## src/design/ssp_pkg.sv

```systemverilog
// package: register map, field positions and codes of the serial port block
package ssp_pkg;
  // register byte addresses
  localparam logic [7:0] OFS_DATA = 8'h00;
  localparam logic [7:0] OFS_CTL1 = 8'h04;
  localparam logic [7:0] OFS_CTL2 = 8'h08;
  localparam logic [7:0] OFS_CTL3 = 8'h0C;
  localparam logic [7:0] OFS_STAT = 8'h10;
  localparam logic [7:0] OFS_IRQ = 8'h14;
  localparam logic [7:0] OFS_ADDR = 8'h18;
  // control one fields
  localparam int C1_EN = 5;
  localparam int C1_CKP = 4;
  // control two fields
  localparam int C2_ACKNOWLEDGE_RECEIVED_BIT = 6;
  localparam int C2_ACKNOWLEDGE_DATA_BIT = 5;
  // control three fields
  localparam int C3_ACKNOWLEDGE_TIME_FLAG = 7;
  localparam int C3_SIE = 5;
  localparam int C3_ADDRESS_HOLD_ENABLE = 1;
  // status fields
  localparam int ST_DA = 5;
  localparam int ST_STOP = 4;
  localparam int ST_START = 3;
  localparam int ST_RW = 2;
  localparam int ST_BF = 0;
  // irq register fields
  localparam int IR_FLAG = 0;
  localparam int IR_EN = 1;
  // mode codes in control one bits 3:0
  localparam logic [3:0] MODE_SPI_MST = 4'h0;
  localparam logic [3:0] MODE_SPI_SLV = 4'h4;
  localparam logic [3:0] MODE_I2C_SLV = 4'h6;
  // reset values
  localparam logic [7:0] RST_BYTE = 8'h00;
  localparam logic [6:0] RST_OWN = 7'h00;
  localparam logic CKP_RST = 1'b1;
  localparam logic ACKNOWLEDGE_DATA_BIT_RST = 1'b0;
  // spi master half period in pclk cycles
  localparam logic [3:0] SPI_HALF = 4'h4;
  localparam logic [3:0] BITS_BYTE = 4'h8;
  // pin indices in the synchroniser vector
  localparam int P_SDA = 0;
  localparam int P_SCL = 1;
  localparam int P_SCK = 2;
  localparam int P_SDI = 3;
  localparam int P_SSN = 4;
  localparam int NPIN = 5;

  typedef enum logic [6:0] {
    S_IDLE = 7'b0000001,
    S_ADDR = 7'b0000010,
    S_AACK = 7'b0000100,
    S_TXW = 7'b0001000,
    S_TX = 7'b0010000,
    S_TACK = 7'b0100000,
    S_SPI = 7'b1000000
  } ssp_state_e;

  typedef struct packed {
    logic psel;
    logic penable;
    logic pwrite;
    logic [7:0] paddr;
    logic [31:0] pwdata;
  } ssp_apb_s;
endpackage

```

## src/design/ssp_top.sv

```systemverilog
// serial port block: spi master/slave with sleep, i2c 7-bit slave transmit
//
// The APB register port and the address map are this design's own decisions.
`timescale 1ns/100ps
`default_nettype none
module ssp_top
  import ssp_pkg::*;
(
  input wire logic pclk, // system clock
  input wire logic presetn, // async reset, active low
  input wire logic psel, // apb select
  input wire logic penable, // apb enable
  input wire logic pwrite, // apb direction
  input wire logic [7:0] paddr, // apb byte address
  input wire logic [31:0] pwdata, // apb write data
  output logic [31:0] prdata, // apb read data
  output logic pready, // apb ready
  output logic pslverr, // apb error on unmapped
  input wire logic sleep, // device is asleep
  output logic port_interrupt_flag, // sticky event flag
  output logic wake_req, // flag gated by enable
  input wire logic sck_in, // spi clock in
  output logic sck_out, // spi clock out
  output logic sck_oe, // spi clock drive in master mode
  input wire logic sdi, // spi data in
  output logic sdo, // spi data out
  input wire logic ss_n, // spi slave select
  input wire logic scl_in, // i2c clock level
  output logic scl_out, // i2c clock drive value
  output logic scl_oe, // i2c clock driven low
  input wire logic sda_in, // i2c data level
  output logic sda_out, // i2c data drive value
  output logic sda_oe // i2c data driven low
);
  typedef struct packed {
    logic [7:0] dbuf;
    logic bf;
    logic en;
    logic clock_release_bit;
    logic [3:0] mode;
    logic acknowledge_data_bit;
    logic acknowledge_received_bit;
    logic acknowledge_time_flag;
    logic sie;
    logic address_hold_enable;
    logic da;
    logic st;
    logic sp;
    logic rw;
    logic pif;
    logic pie;
    logic [6:0] own;
    logic [7:0] sh;
    logic [3:0] cnt;
    ssp_state_e fsm;
    logic [3:0] div;
    logic busy;
    logic sck;
    logic sdo;
    logic scl_oe;
    logic sda_oe;
    logic [NPIN-1:0] s1;
    logic [NPIN-1:0] s2;
    logic [NPIN-1:0] s3;
    logic [31:0] rd;
  } ssp_reg_s;

  ssp_reg_s r;
  ssp_reg_s next_r;
  ssp_apb_s bus;

  // true when the address hits one of the mapped registers
  function automatic logic mapped(input logic [7:0] a);
    mapped = (a == OFS_DATA) || (a == OFS_CTL1) || (a == OFS_CTL2) ||
             (a == OFS_CTL3) || (a == OFS_STAT) || (a == OFS_IRQ) ||
             (a == OFS_ADDR);
  endfunction

  // read mux of all registers
  function automatic logic [31:0] rdmux(input ssp_reg_s q, input logic [7:0] a);
    logic [7:0] v;
    v = 8'h00;
    unique case (a)
      OFS_DATA: v = q.dbuf;
      OFS_CTL1: v = {2'b00, q.en, q.clock_release_bit, q.mode};
      OFS_CTL2: v = {1'b0, q.acknowledge_received_bit, q.acknowledge_data_bit, 5'h00};
      OFS_CTL3: v = {q.acknowledge_time_flag, 1'b0, q.sie, 3'b000, q.address_hold_enable, 1'b0};
      OFS_STAT: v = {2'b00, q.da, q.sp, q.st, q.rw, 1'b0, q.bf};
      OFS_IRQ: v = {6'h00, q.pie, q.pif};
      OFS_ADDR: v = {1'b0, q.own};
      default: v = 8'h00;
    endcase
    rdmux = {24'h000000, v};
  endfunction

  assign bus = '{psel: psel, penable: penable, pwrite: pwrite, paddr: paddr, pwdata: pwdata};

  // next state of the whole block
  always_comb begin
    logic acc;
    logic wr;
    logic rdbuf;
    logic sck_r;
    logic sck_f;
    logic scl_r;
    logic scl_f;
    logic start;
    logic stop;
    logic pulse;
    logic spi_slv;
    logic i2c;
    logic set_flag;
    acc = bus.psel && bus.penable;
    wr = acc && bus.pwrite && mapped(bus.paddr);
    rdbuf = acc && !bus.pwrite && (bus.paddr == OFS_DATA);
    next_r = r;
    set_flag = 1'b0;
    // pin synchronisers; edges are judged on stages two and three only
    next_r.s1 = {ss_n, sdi, sck_in, scl_in, sda_in};
    next_r.s2 = r.s1;
    next_r.s3 = r.s2;
    sck_r = r.s2[P_SCK] && !r.s3[P_SCK];
    sck_f = !r.s2[P_SCK] && r.s3[P_SCK];
    scl_r = r.s2[P_SCL] && !r.s3[P_SCL];
    scl_f = !r.s2[P_SCL] && r.s3[P_SCL];
    start = r.s2[P_SCL] && r.s3[P_SCL] && !r.s2[P_SDA] && r.s3[P_SDA];
    stop = r.s2[P_SCL] && r.s3[P_SCL] && r.s2[P_SDA] && !r.s3[P_SDA];
    spi_slv = r.en && (r.mode == MODE_SPI_SLV);
    i2c = r.en && (r.mode == MODE_I2C_SLV);
    // read data is prepared in the setup cycle so pready can stay high
    if (bus.psel && !bus.penable) begin
      next_r.rd = rdmux(r, bus.paddr);
    end
    // register writes
    if (wr) begin
      unique case (bus.paddr)
        OFS_DATA: begin
          next_r.dbuf = bus.pwdata[7:0];
          next_r.bf = 1'b1;
          if (r.en && (r.mode == MODE_SPI_MST) && !r.busy) begin
            next_r.sh = bus.pwdata[7:0];
            next_r.sdo = bus.pwdata[7];
            next_r.busy = 1'b1;
            next_r.cnt = 4'h0;
            next_r.div = 4'h0;
          end else if (spi_slv) begin
            next_r.sh = bus.pwdata[7:0];
            next_r.sdo = bus.pwdata[7];
          end
        end
        OFS_CTL1: begin
          next_r.en = bus.pwdata[C1_EN];
          next_r.clock_release_bit = bus.pwdata[C1_CKP];
          next_r.mode = bus.pwdata[3:0];
        end
        OFS_CTL2: next_r.acknowledge_data_bit = bus.pwdata[C2_ACKNOWLEDGE_DATA_BIT];
        OFS_CTL3: begin
          next_r.sie = bus.pwdata[C3_SIE];
          next_r.address_hold_enable = bus.pwdata[C3_ADDRESS_HOLD_ENABLE];
        end
        OFS_IRQ: begin
          // write one clears the flag; a new event this cycle still sets it
          if (bus.pwdata[IR_FLAG]) begin
            next_r.pif = 1'b0;
          end
          next_r.pie = bus.pwdata[IR_EN];
        end
        OFS_ADDR: next_r.own = bus.pwdata[6:0];
        default: next_r.own = r.own;
      endcase
    end
    if (rdbuf) begin
      next_r.bf = 1'b0;
    end
    // spi master: divider simply stops counting while asleep
    if (r.en && (r.mode == MODE_SPI_MST) && r.busy && !sleep) begin
      next_r.div = r.div + 4'h1;
      if (r.div == SPI_HALF - 4'h1) begin
        next_r.div = 4'h0;
        next_r.sck = !r.sck;
        if (!r.sck) begin
          next_r.sh = {r.sh[6:0], r.s2[P_SDI]};
          next_r.cnt = r.cnt + 4'h1;
        end else if (r.cnt == BITS_BYTE) begin
          next_r.busy = 1'b0;
          next_r.dbuf = r.sh;
          next_r.bf = 1'b1;
          set_flag = 1'b1;
        end else begin
          next_r.sdo = r.sh[7];
        end
      end
    end
    // spi slave: follows the bus clock, which keeps running in sleep
    if (spi_slv) begin
      if (r.s2[P_SSN]) begin
        next_r.cnt = 4'h0;
      end else if (sck_r) begin
        next_r.sh = {r.sh[6:0], r.s2[P_SDI]};
        next_r.cnt = r.cnt + 4'h1;
        if (r.cnt == BITS_BYTE - 4'h1) begin
          next_r.cnt = 4'h0;
          next_r.dbuf = {r.sh[6:0], r.s2[P_SDI]};
          next_r.bf = 1'b1;
          set_flag = 1'b1;
        end
      end else if (sck_f) begin
        next_r.sdo = r.sh[7];
      end
    end
    // i2c slave transmit sequence
    if (i2c) begin
      unique case (r.fsm)
        S_ADDR: begin
          // bits are counted on rises, so the fall that closes the start is not taken as a bit
          if (scl_r) begin
            next_r.sh = {r.sh[6:0], r.s2[P_SDA]};
            next_r.cnt = r.cnt + 4'h1;
          end
          if (scl_f) begin
            if (r.cnt == BITS_BYTE) begin
              if (r.sh[7:1] == r.own) begin
                next_r.dbuf = r.sh;
                next_r.bf = 1'b1;
                next_r.rw = r.sh[0];
                next_r.da = 1'b0;
                next_r.acknowledge_time_flag = 1'b1;
                next_r.fsm = S_AACK;
                next_r.sda_oe = !r.acknowledge_data_bit;
                if (r.address_hold_enable) begin
                  next_r.clock_release_bit = 1'b0;
                  set_flag = 1'b1;
                end
              end else begin
                next_r.fsm = S_IDLE;
              end
            end
          end
        end
        S_AACK: begin
          next_r.sda_oe = !r.acknowledge_data_bit;
          if (scl_f) begin
            next_r.acknowledge_time_flag = 1'b0;
            next_r.sda_oe = 1'b0;
            if (r.acknowledge_data_bit || !r.rw) begin
              next_r.fsm = S_IDLE;
            end else begin
              next_r.clock_release_bit = 1'b0;
              set_flag = 1'b1;
              next_r.fsm = S_TXW;
            end
          end
        end
        S_TXW: begin
          // byte is taken from the buffer only when software releases scl
          // bit 7 is put out while scl is still held, so sda never moves with scl high
          next_r.sda_oe = !r.dbuf[7];
          if (r.clock_release_bit) begin
            next_r.sh = r.dbuf;
            next_r.bf = 1'b0;
            next_r.da = 1'b1;
            next_r.cnt = 4'h0;
            next_r.sda_oe = !r.dbuf[7];
            next_r.fsm = S_TX;
          end
        end
        S_TX: begin
          if (scl_f) begin
            next_r.cnt = r.cnt + 4'h1;
            next_r.sh = {r.sh[6:0], 1'b0};
            next_r.sda_oe = !r.sh[6];
            if (r.cnt == BITS_BYTE - 4'h1) begin
              next_r.sda_oe = 1'b0;
              next_r.fsm = S_TACK;
            end
          end
        end
        S_TACK: begin
          if (scl_r) begin
            next_r.acknowledge_received_bit = r.s2[P_SDA];
          end
          if (scl_f) begin
            if (r.acknowledge_received_bit) begin
              next_r.fsm = S_IDLE;
            end else begin
              next_r.clock_release_bit = 1'b0;
              set_flag = 1'b1;
              next_r.fsm = S_TXW;
            end
          end
        end
        default: next_r.sda_oe = 1'b0;
      endcase
      if (start) begin
        next_r.st = 1'b1;
        next_r.sp = 1'b0;
        next_r.cnt = 4'h0;
        next_r.sda_oe = 1'b0;
        next_r.fsm = S_ADDR;
        if (r.sie) begin
          set_flag = 1'b1;
        end
      end else if (stop) begin
        next_r.sp = 1'b1;
        next_r.st = 1'b0;
        next_r.sda_oe = 1'b0;
        next_r.fsm = S_IDLE;
      end
    end else begin
      next_r.fsm = spi_slv ? S_SPI : S_IDLE;
      next_r.sda_oe = 1'b0;
    end
    // scl is stretched only while the release bit is clear mid-transfer
    next_r.scl_oe = i2c && !next_r.clock_release_bit &&
                    ((next_r.fsm == S_AACK) || (next_r.fsm == S_TXW));
    if (set_flag) begin
      next_r.pif = 1'b1;
    end
  end

  // single state register
  always_ff @(posedge pclk or negedge presetn) begin
    if (!presetn) begin
      r <= '{dbuf: RST_BYTE, bf: 1'b0, en: 1'b0, clock_release_bit: CKP_RST, mode: MODE_SPI_MST,
             acknowledge_data_bit: ACKNOWLEDGE_DATA_BIT_RST, acknowledge_received_bit: 1'b0, acknowledge_time_flag: 1'b0, sie: 1'b0, address_hold_enable: 1'b0,
             da: 1'b0, st: 1'b0, sp: 1'b0, rw: 1'b0, pif: 1'b0, pie: 1'b0,
             own: RST_OWN, sh: RST_BYTE, cnt: 4'h0, fsm: S_IDLE, div: 4'h0,
             busy: 1'b0, sck: 1'b0, sdo: 1'b0, scl_oe: 1'b0, sda_oe: 1'b0,
             s1: '1, s2: '1, s3: '1, rd: 32'h00000000};
    end else begin
      r <= next_r;
    end
  end

  // outputs
  assign prdata = r.rd;
  assign pready = 1'b1;
  assign pslverr = psel && penable && !mapped(paddr);
  assign port_interrupt_flag = r.pif;
  assign wake_req = r.pif && r.pie;
  assign sck_out = r.sck;
  assign sck_oe = r.en && (r.mode == MODE_SPI_MST);
  assign sdo = r.sdo;
  assign scl_out = 1'b0;
  assign scl_oe = r.scl_oe;
  assign sda_out = 1'b0;
  assign sda_oe = r.sda_oe;
endmodule
`default_nettype wire

```

## config.mk

```make
export PLATFORM = sky130hd
export DESIGN_NAME = ssp_top
export DESIGN_NICKNAME = d
export VERILOG_FILES = /design/src/design/ssp_pkg.sv /design/src/design/ssp_top.sv
export SDC_FILE = /design/constraint.sdc
export NUM_CORES = 1
export LEC_CHECK = 0
export BUFFER_PORTS_ARGS = -buffer_cell sky130_fd_sc_hd__buf_2
export CAP_MARGIN = 20
export CELL_PAD_IN_SITES_DETAIL_PLACEMENT = 0
export CELL_PAD_IN_SITES_GLOBAL_PLACEMENT = 1
export CORE_MARGIN = 2
export CORE_UTILIZATION = 42
export CTS_CLUSTER_DIAMETER = 150
export CTS_CLUSTER_SIZE = 28
export DETAILED_ROUTE_END_ITERATION = 7
export HOLD_SLACK_MARGIN = 0.1
export PLACE_DENSITY_LB_ADDON = 0.1
export SLEW_MARGIN = 10
export SYNTH_ARGS = -nofsm -noshare
export SYNTH_HDL_FRONTEND = slang
export SYNTH_SLANG_ARGS = --single-unit
```

## constraint.sdc

```tcl
create_clock -name pclk -period 2.9 [get_ports pclk]
set_input_delay 0.145 -clock pclk [delete_from_list [all_inputs] [get_ports pclk]]
set_output_delay 0.145 -clock pclk [all_outputs]
set_load 0.1 [all_outputs]
```

**After elaboration in Yosys (flattened, before gate mapping)**

Cells that the tools add are included.

- Flip-flop bits (word level): 82
- Input bits: 51
- Output and inout bits: 43
- Word-level logic and storage cells: 264

- Add/sub/neg operators: 2
- Eq/ne operators: 29
- Muxes and demuxes: 128
- Reduce and logical (&&, ||, !) cells: 75

Operators by type and width:

| cell | number |
|---|---|
| 2-to-1 mux 12 bit | 10 |
| 2-to-1 mux 9 bit | 13 |
| 2-to-1 mux 7 bit | 12 |
| 2-to-1 mux 1 bit | 62 |
| one-hot mux 8 bit (7 select lines) | 1 |
| 2-to-1 mux 19 bit | 2 |
| one-hot mux 12 bit (3 select lines) | 1 |
| one-hot mux 7 bit (5 select lines) | 1 |
| 2-to-1 mux 8 bit | 4 |
| logical AND 1 bit | 25 |
| == test 8 x 5 -> 1 bit, second input constant | 3 |
| 2-to-1 mux 4 bit | 6 |
| 2-to-1 mux 21 bit | 1 |
| inequality test 5 bit, second input constant | 4 |
| nonzero test 2 bit | 9 |
| zero test 1 bit | 17 |
| == test 8 x 4 -> 1 bit, second input constant | 2 |
| 2-to-1 mux 16 bit | 1 |
| 2-to-1 mux 5 bit | 3 |
| == test 7 x 3 -> 1 bit, second input constant | 2 |
| == test 7 x 4 -> 1 bit, second input constant | 2 |
| AND reduction 2 bit | 7 |
| == test 4 x 3 -> 1 bit, second input constant | 3 |
| AND reduction 6 bit | 2 |
| other kinds (21) | 41 |

**Longest topological paths before layout**

Gate-level depths: netlist of the first run.

- Depth in word-level cells: 25
- Gate-level depth with buffers: 10
- Depth with buffers taken out: 9

**Worst setup path after synthesis of the first run**

OpenSTA, ideal clock, no wires.

- Kind: register to register
- From: register r, in the netlist sck_out
- To: register r[72] (netlist bit)
- Library setup time: 126 ps
- Data arrival time: 2,261 ps
- Required time: 2,774 ps
- Setup slack: 513 ps
- Cell stages (with the launch flop): 7
- Path buffers: 1
- Clock period less this slack: 2,387 ps
- Path through: dfrtp_1 nand4b_1 inv_1 a21oi_1 clkbuf_1 a211oi_1 a221o_1

RTL lines:

| what | RTL line | source |
|---|---|---|
| start: declaration | ssp_top.sv:68 | `ssp_reg_s r;` |
| start signal: assignment | ssp_top.sv:324 | `r <= '{dbuf: RST_BYTE, bf: 1'b0, en: 1'b0, clock_release_bit: CKP_RST, mode: MODE_SPI_MST,` |
| start signal: assignment | ssp_top.sv:331 | `r <= next_r;` |

==> run metrics, run 1 <==
crit-path max FO=12; CTS resizes=0; LEAKAGE=approximately 2.5 nW; Mapped Cells=~510; first-pass GRT wire length=21800 µm; # IOs=94; Synth top area share=about a third; Critical Path Source Type=register; Req. time, crit path=3130 ps; n_diodes=0; P_int=2.01 mW; Die Ht=111 µm; Synth cell types=67; largest net degree at the start of global routing=83; core area=11300 µm²; synth top area cells=dfrtp_1 (35%), dfstp_2 (8.2%), buf_4 (5.6%); post-DR wirelength/cell=~19 µm; EDFF count, synth=0; Hold Worst Slack=110 ps; count of final hold-check violations=0; Reg clk slew, reported paths=60 ps; Clock Skew=5.04 ps; WP data arrival=around 2800 ps; Achievable Freq=385 MHz; Starting DRT DRC Count=about 270; Final Non-Filler Cells=722; worst-margin pin slew=934 ps; PwrDens=520 nW/µm²; dominant cell type by area after synthesis=dfrtp_1; Initial Utilization=roughly 43%; CTS Buf Count=9; Crit. End Element=register; RSZ-0062 raised after global routing=false; #FFs+latches synth=82; CTS tree=built; routability cong.=0.864; Worst slew margin=37.6%; H-tree depth=3; die area=12300 µm²; status=finished, final reports clean; Post-synth top cells=dfrtp_1 (67), nor2_1 (47), nand2_1 (42), buf_4 (36), o21ai_0 (26); vias in the first global route=3886; cell with the most instances after synthesis=dfrtp_1; placed cells=695; die boundary width=111 µm; register share of total power=between 40% and 50%; Pins Over Slew Limit=0; Setup WS pre-CTS=294 ps; dominant synthesized flop cell=dfrtp_1; Avg Cell Area, Syn=9.43 µm²; clock sink total=82; via/cell ratio=5.60; register area share after synthesis=43.2%; Port Buffers=42; clock group share of total power=40.9%; area grow syn2layout=16.3%; Layout Utilization=49.5%; TNS Setup=0 ps; GR Util All Layers=22.9%; design area=5580 µm²; Longest Clk Path Bufs=2; # rows=39; nets=628; Clock Latency Late Sink=between 300 and 400 ps; final setup vio count=0; CTS hold repair buffers=9; post-synthesis async set-or-reset flop share=100%; net switching power=0.896 mW; Final period util=89.5%; mapped cell area=between 4000 and 5000 µm²; vias post-DR=4044; Comb power frac=16.2%; Peak VDD IR=269 µV; CTS Root Cell=clkbuf_16; fraction of layout cells with a size suffix above 1=23.5%; Pwr Total=just under 3 mW; initial antenna violation count=0; grt ovf=0; drt drc=0; setup ws final=between 300 and 400 ps; TritonRoute pass-1 iters=5; worst hold path type=primary input to register; HPWL after DPL=10000 µm; post-route ant nets=0; Routed WL=13600 µm; MaxCap Viol Count=0; area post-placement=5150 µm²; Final min period=2590 ps; Sw Ratio=30.9%; CP Class=register to register; Ys Warns=0; post-CTS setup buffers=0
sequential cells by signal (all words and copies together), names as in the netlist:
signal / count
r: 59
prdata: 8
sck_out: 1
scl_oe: 1
next_r: 10
sdo: 1
port_interrupt_flag: 1
sda_oe: 1
worst max-delay path, stage by stage (launching register included):
cell,delay (ps)
dfrtp_1,420
or4_4,580
nor4_1,500
nand3_1,270
o22ai_2,140
buf_4,220
nor3_1,70
a221o_1,270
cells by family after synthesis:
kind of cell	after synthesis	share of synthesized area, %
buffers and inverters	67	8.32
AND/OR/NAND/NOR	187	20.4
multiplexers	36	8.01
other	2	0.157
flip-flops	82	43.2
AO/OA/AOI/OAI	121	17.2
XOR/XNOR	11	2.01
adder cells (fa/ha/maj)	3	0.782
path summary, 6_finish.rpt:
path                       startpoint          to  slack, ps  cells after the start
hold / removal              pwdata[6]       r[81]        110                      2
max in group asynchronous     presetn  next_r[40]       1910                      3
setup / recovery                r[61]      r[104]        310                      7
min in group asynchronous     presetn       r[55]        320                      2
hold reg to reg            next_r[40]  next_r[35]        350                      0
setup reg to reg                r[61]      r[104]        310                      7
per-layer routing:
metal	GRT usage, %	wire, µm
met1	32.1	6450
met2	36.1	6230
met3	4.48	647
met4	6.92	267
met5	0	0
power groups by stage:
stage,clock network (mW),logic (mW),registers (mW)
global route,1.27,0.501,1.25
global placement,0,0.456,1.26
detailed placement,0,0.459,1.26
floorplan,0,0.412,1.25
CTS,1.21,0.469,1.24
finish,1.19,0.472,1.24
area by class of cell:
type | count | area (µm²)
flip-flops and latches | 82 | 2070
multi-input cells | 385 | 2420
well taps | 143 | 179
clock inverters | 4 | 50.0
clock buffers | 12 | 256
inverters | 15 | 56.3
repair buffers | 81 | 548
fillers | 1109 | 5690
layout by cell type (no fill, tap or decap), types with 17 or more instances in the layout:
cell and instances:
dfrtp_1 67, nor2_1 47, nand2_1 42, buf_2 41
buf_4 30, conb_1 27, o21ai_0 26, a21oi_1 24
nand3_1 19, mux2_2 19, mux2i_1 17
(Power assumes the default switching activity.)
==> inputs of run 2 (changes only) <==
--- a/config.mk
+++ b/config.mk
@@ -11,6 +11,7 @@
 export CELL_PAD_IN_SITES_GLOBAL_PLACEMENT = 1
 export CORE_MARGIN = 2
 export CORE_UTILIZATION = 42
+export CTS_BUF_LIST = sky130_fd_sc_hd__clkbuf_16
 export CTS_CLUSTER_DIAMETER = 150
 export CTS_CLUSTER_SIZE = 28
 export DETAILED_ROUTE_END_ITERATION = 7
==> run 2 against run 1 <==
Effect of this change:
- via count fell by 0.77%
- non-clock buffer count did not move
- critical path depth did not move
- sequential cell count did not move
- utilization fell by 0.18 points
- clock power fell by 6%
- sequential share of layout area rose by 0.13 points
- highest routed layer unchanged
==> run metrics, run 2 (same netlist as run 1, synthesis figures left out) <==
FF-to-FF Start=r[61]; core area=roughly 11000 µm²; Comb power frac=16.6%; WP data arrival=2820 ps; TritonRoute pass-1 iters=4; Sw Ratio=31.3%; Starting DRT DRC Count=between 200 and 300; count of final hold-check violations=0; Worst slew margin=37.5%; hold path cells=2; worst hold endpoint=r[81]; status=finished, final reports clean; max reg flops=59; CTS resizes=0; Die Ht=111 µm; reg-to-reg critical path endpoint=r[104]; Peak VDD IR=just under 300 µV; Achievable Freq=385 MHz; worst-margin pin slew=935 ps; CTS Root Cell=clkbuf_16; via/cell ratio=5.56; clock group share of total power=39.6%; clock sink total=82; n_diodes=0; grt ovf=0; Pins Over Slew Limit=0; TNS Setup=0 ps; Routed WL=13500 µm; Layout Utilization=49.4%; CTS Buf Count=9; vias post-DR=4013; largest net degree at the start of global routing=83; worst hold path type=primary input to register; R2R depth=7; nets=628; Hold Crit Start=pwdata[6]; Req. time, crit path=~3100 ps; die boundary width=roughly 110 µm; register share of total power=a little over two fifths; first-pass GRT wire length=21800 µm; CTS hold repair buffers=9; post-CTS setup buffers=0; die area=12300 µm²; Reg clk slew, reported paths=about 60 ps; post-DR wirelength/cell=~19 µm; HPWL after DPL=around 10000 µm; post-route ant nets=0; final setup vio count=0; LEAKAGE=about 2.5 nW; drt drc=0; CTS tree=built; H-tree depth=3; Clock Latency Late Sink=between 300 and 400 ps; fraction of layout cells with a size suffix above 1=23.1%; net switching power=0.890 mW; routability cong.=0.864; most common cell after layout, fill and taps aside=dfrtp_1; # rows=39; MaxCap Viol Count=0; Reg with most FFs=r; setup slack, reg-to-reg=around 300 ps; Initial Utilization=42.6%; crit-path max FO=12; RSZ-0062 raised after global routing=false; # IOs=94; Final period util=89.7%; PwrDens=a little over 500 nW/µm²; GR Util All Layers=approximately 23%; Critical Path Source Type=register; area grow syn2layout=15.9%; Clock Skew=6.86 ps; P_int=1.95 mW; vias in the first global route=3870; initial antenna violation count=0; Setup crit start=r[61]; CP Class=register to register; Longest Clk Path Bufs=2; most frequent cells in the layout=dfrtp_1 (67), nor2_1 (47), nand2_1 (42); Port Buffers=between 40 and 50; Final min period=between 2000 and 3000 ps; Crit. End Element=register
## run 2: cell types whose count changed in the layout (fill, tap and decap cells not counted), sizes merged
cell / change
clkbuf: -3
clkinv: +2
inv: +1
## run 2: stage by stage
step / cell area, µm² / power [mW] / hold slack, ps / instances / setup slack (ps)
after floorplan: 4890 / 1.66 / -151 / 534 / 513
after global placement: 5150 / 1.72 / 249 / 695 / 327
after detailed placement: 5150 / 1.72 / 251 / 695 / 294
after CTS: 5530 / 2.87 / 105 / 720 / 278
after global routing: 5560 / 2.96 / 109 / 722 / 103
final: 5560 / 2.84 / 114 / 722 / 300
## run 2: how the worst max path moves through the flow
stage                  end  slack (ps)  cells past startpoint
floorplan            r[72]         510                      6
global placement    scl_oe         330                      7
detailed placement   r[74]         290                      7
CTS                  r[74]         280                      7
global route        scl_oe         100                      7
finish              r[104]         300                      7
## run 2: power groups by stage
| stage | combinational, mW | sequential [mW] | clock (mW) |
|---|---|---|---|
| 3_3_place_gp | 0.456 | 1.26 | 0 |
| 5_1_grt | 0.501 | 1.25 | 1.21 |
| 4_1_cts | 0.469 | 1.24 | 1.16 |
| 6_report | 0.471 | 1.24 | 1.12 |
| 3_5_place_dp | 0.459 | 1.26 | 0 |
| 2_1_floorplan | 0.412 | 1.25 | 0 |
## run 2: final cells by class
cell class	count	area, µm²
clock buffer	9	225
clock inverter	7	61.3
fill	1111	5710
inverter	15	56.3
multi-input combinational	385	2420
sequential	82	2070
tap	143	179
timing repair buffer	81	548
## run 2: critical path, stage by stage (launching register included)
cell and delay [ps]:
dfrtp_1 420, or4_4 580, nor4_1 500, nand3_1 270, o22ai_2 140, buf_4 230
nor3_1 70, a221o_1 270
## run 2: routing by layer
| layer | routed length (µm) | track usage, % |
|---|---|---|
| met1 | 6330 | 32.1 |
| met4 | 240 | 6.92 |
| met2 | 6210 | 35.8 |
| met3 | 754 | 4.48 |
| met5 | 0 | 0 |
==> inputs of run 3 (changes only) <==
--- a/config.mk
+++ b/config.mk
@@ -10,9 +10,9 @@
 export CELL_PAD_IN_SITES_DETAIL_PLACEMENT = 0
 export CELL_PAD_IN_SITES_GLOBAL_PLACEMENT = 1
 export CORE_MARGIN = 2
-export CORE_UTILIZATION = 42
+export CORE_UTILIZATION = 32
 export CTS_BUF_LIST = sky130_fd_sc_hd__clkbuf_16
-export CTS_CLUSTER_DIAMETER = 150
+export CTS_CLUSTER_DIAMETER = 120
 export CTS_CLUSTER_SIZE = 28
 export DETAILED_ROUTE_END_ITERATION = 7
 export HOLD_SLACK_MARGIN = 0.1
==> constraint.sdc (replaced) <==
create_clock -name pclk -period 2.9 [get_ports pclk]
set_input_delay 0.58 -clock pclk [delete_from_list [all_inputs] [get_ports pclk]]
set_output_delay 0.58 -clock pclk [all_outputs]
set_load 0.1 [all_outputs]
==> run 3 against run 2 <==
Effect of this change:
- combinational power is 1% lower
- register-to-register slack worse by 60 ps
- final area is 0.29% lower
- clock power is 4% higher
- critical path depth stayed put
- routed wire length is 7.8% higher
- setup slack worse by 60 ps
==> run metrics, run 3 (same netlist as run 1, synthesis figures left out) <==
status=finished, final reports clean; P_int=between 1.5 and 2 mW; Final period util=between 90% and 100%; LEAKAGE=around 2.5 nW; reg-to-reg critical path endpoint=r[66]; RSZ-0062 raised after global routing=false; Achievable Freq=376 MHz; area grow syn2layout=15.6%; routability cong.=roughly 0.83; HPWL after DPL=11100 µm; # IOs=94; Comb power frac=16.3%; CTS Root Cell=clkbuf_16; initial antenna violation count=0; via/cell ratio=5.31; CP max-delay cell=or4_4; nets=622; CP peak stage delay=580 ps; Filler Cell Count=1530; Setup crit start=r[62]; die area=16000 µm²; H-tree depth=3; first-pass GRT wire length=roughly 23000 µm; post-CTS setup buffers=0; CP Class=register to register; Initial Utilization=32.9%; delay-heaviest family, CP=simple AND/OR/NAND/NOR gates; register share of total power=43.4%; worst hold path type=primary input to asynchronous set/reset pin; Crit. End Element=register; post-route ant nets=0; Longest Clk Path Bufs=2; Clock Skew=11.3 ps; Pins Over Slew Limit=0; max reg flops=59; placed cells=roughly 740; R2R depth=7; CTS hold repair buffers=0; MaxCap Viol Count=0; Final Non-Filler Cells=757; Die Ht=126 µm; most frequent cells in the layout=dfrtp_1 (67), nor2_1 (47), nand2_1 (42); count of final hold-check violations=0; Hold Worst Slack=199 ps; Layout Utilization=38.0%; most common cell after layout, fill and taps aside=dfrtp_1; worst-margin pin slew=559 ps; Routed WL=14600 µm; worst-path cell chain=or4_4 -> or3_4 -> nor2_1 -> a21oi_1 -> nor2b_1 -> buf_4 -> o41ai_1; Final min period=2660 ps; Peak VDD IR=~350 µV; WP data arrival=2870 ps; setup slack, reg-to-reg=~240 ps; final setup vio count=0; CTS resizes=0; TritonRoute pass-1 iters=5; post-DR wirelength/cell=19.3 µm; CP Buf/Inv Count=1; largest net degree at the start of global routing=46; n_diodes=0; CTS tree=built; fraction of layout cells with a size suffix above 1=roughly a quarter; GR Util All Layers=a little under a fifth; PwrDens=517 nW/µm²; vias post-DR=4020; CTS Buf Count=9; Port Buffers=42; Starting DRT DRC Count=259; Clock Latency Late Sink=about 350 ps; vias in the first global route=4019; clock sink total=82; Critical Path Source Type=register; drt drc=0; Worst slew margin=62.8%; crit-path max FO=10; # rows=between 40 and 50; Reg with most FFs=r; Req. time, crit path=3110 ps; Sw Ratio=between 30% and 40%; Reg clk slew, reported paths=approximately 70 ps; FF-to-FF Start=r[62]; grt ovf=0; die boundary width=126 µm; TNS Setup=0 ps; net switching power=0.914 mW; core area=~15000 µm²; clock group share of total power=40.4%
## run 3: changes by cell type in the layout (fill, tap and decap cells not counted)
cell / change
dlygate4sd3_1: -9
buf_4: +3
clkinv_4: +2
clkinvlp_4: -2
buf_12: +1
buf_16: -1
clkinv_1: -1
inv_6: +1
## run 3: worst max-delay path by stage
stage	end	cells past startpoint	slack [ps]
after floorplan	pslverr	3	130
after detailed placement	r[71]	7	120
after global placement	r[70]	7	180
after CTS	r[66]	7	260
after global routing	r[66]	7	100
final	r[66]	7	240
## run 3: routing by layer
metal | track usage, % | up-vias | routed length [µm]
met4 | 5.56 | 0 | 307
li1 | - | 1924 | -
met3 | 4.18 | 23 | 657
met2 | 29.6 | 103 | 6690
met5 | 0 | - | 0
met1 | 26.3 | 1970 | 6930
## run 3: layout make-up
type	count	area (µm²)	area share, %
clock inverter	7	68.8	1.24
inverter	15	56.3	1.02
timing repair buffer	75	473	8.53
tap	184	230	4.15
sequential	82	2070	37.3
multi-input combinational	385	2420	43.7
clock buffer	9	225	4.06
## run 3: worst register-to-register path, delay by kind of cell (launching register included)
| kind | cells | cell delay [ps] |
|---|---|---|
| compound gates | 2 | 520 |
| buf+inv | 1 | 180 |
| flops | 1 | 430 |
| simple gates | 4 | 1410 |
## run 3: power groups by stage
stage	Sequential [mW]	Clock (mW)	Combinational (mW)
6_report	1.24	1.16	0.466
3_3_place_gp	1.26	0	0.465
2_1_floorplan	1.25	0	0.412
4_1_cts	1.24	1.20	0.469
3_5_place_dp	1.26	0	0.468
5_1_grt	1.25	1.24	0.496
## run 3: through the flow
step,setup slack [ps],cell area (µm²),power (mW)
floorplan,130,4890,1.66
global placement,178,5250,1.73
detailed placement,115,5250,1.73
CTS,258,5550,2.91
global route,104,5550,2.99
finish,240,5550,2.86
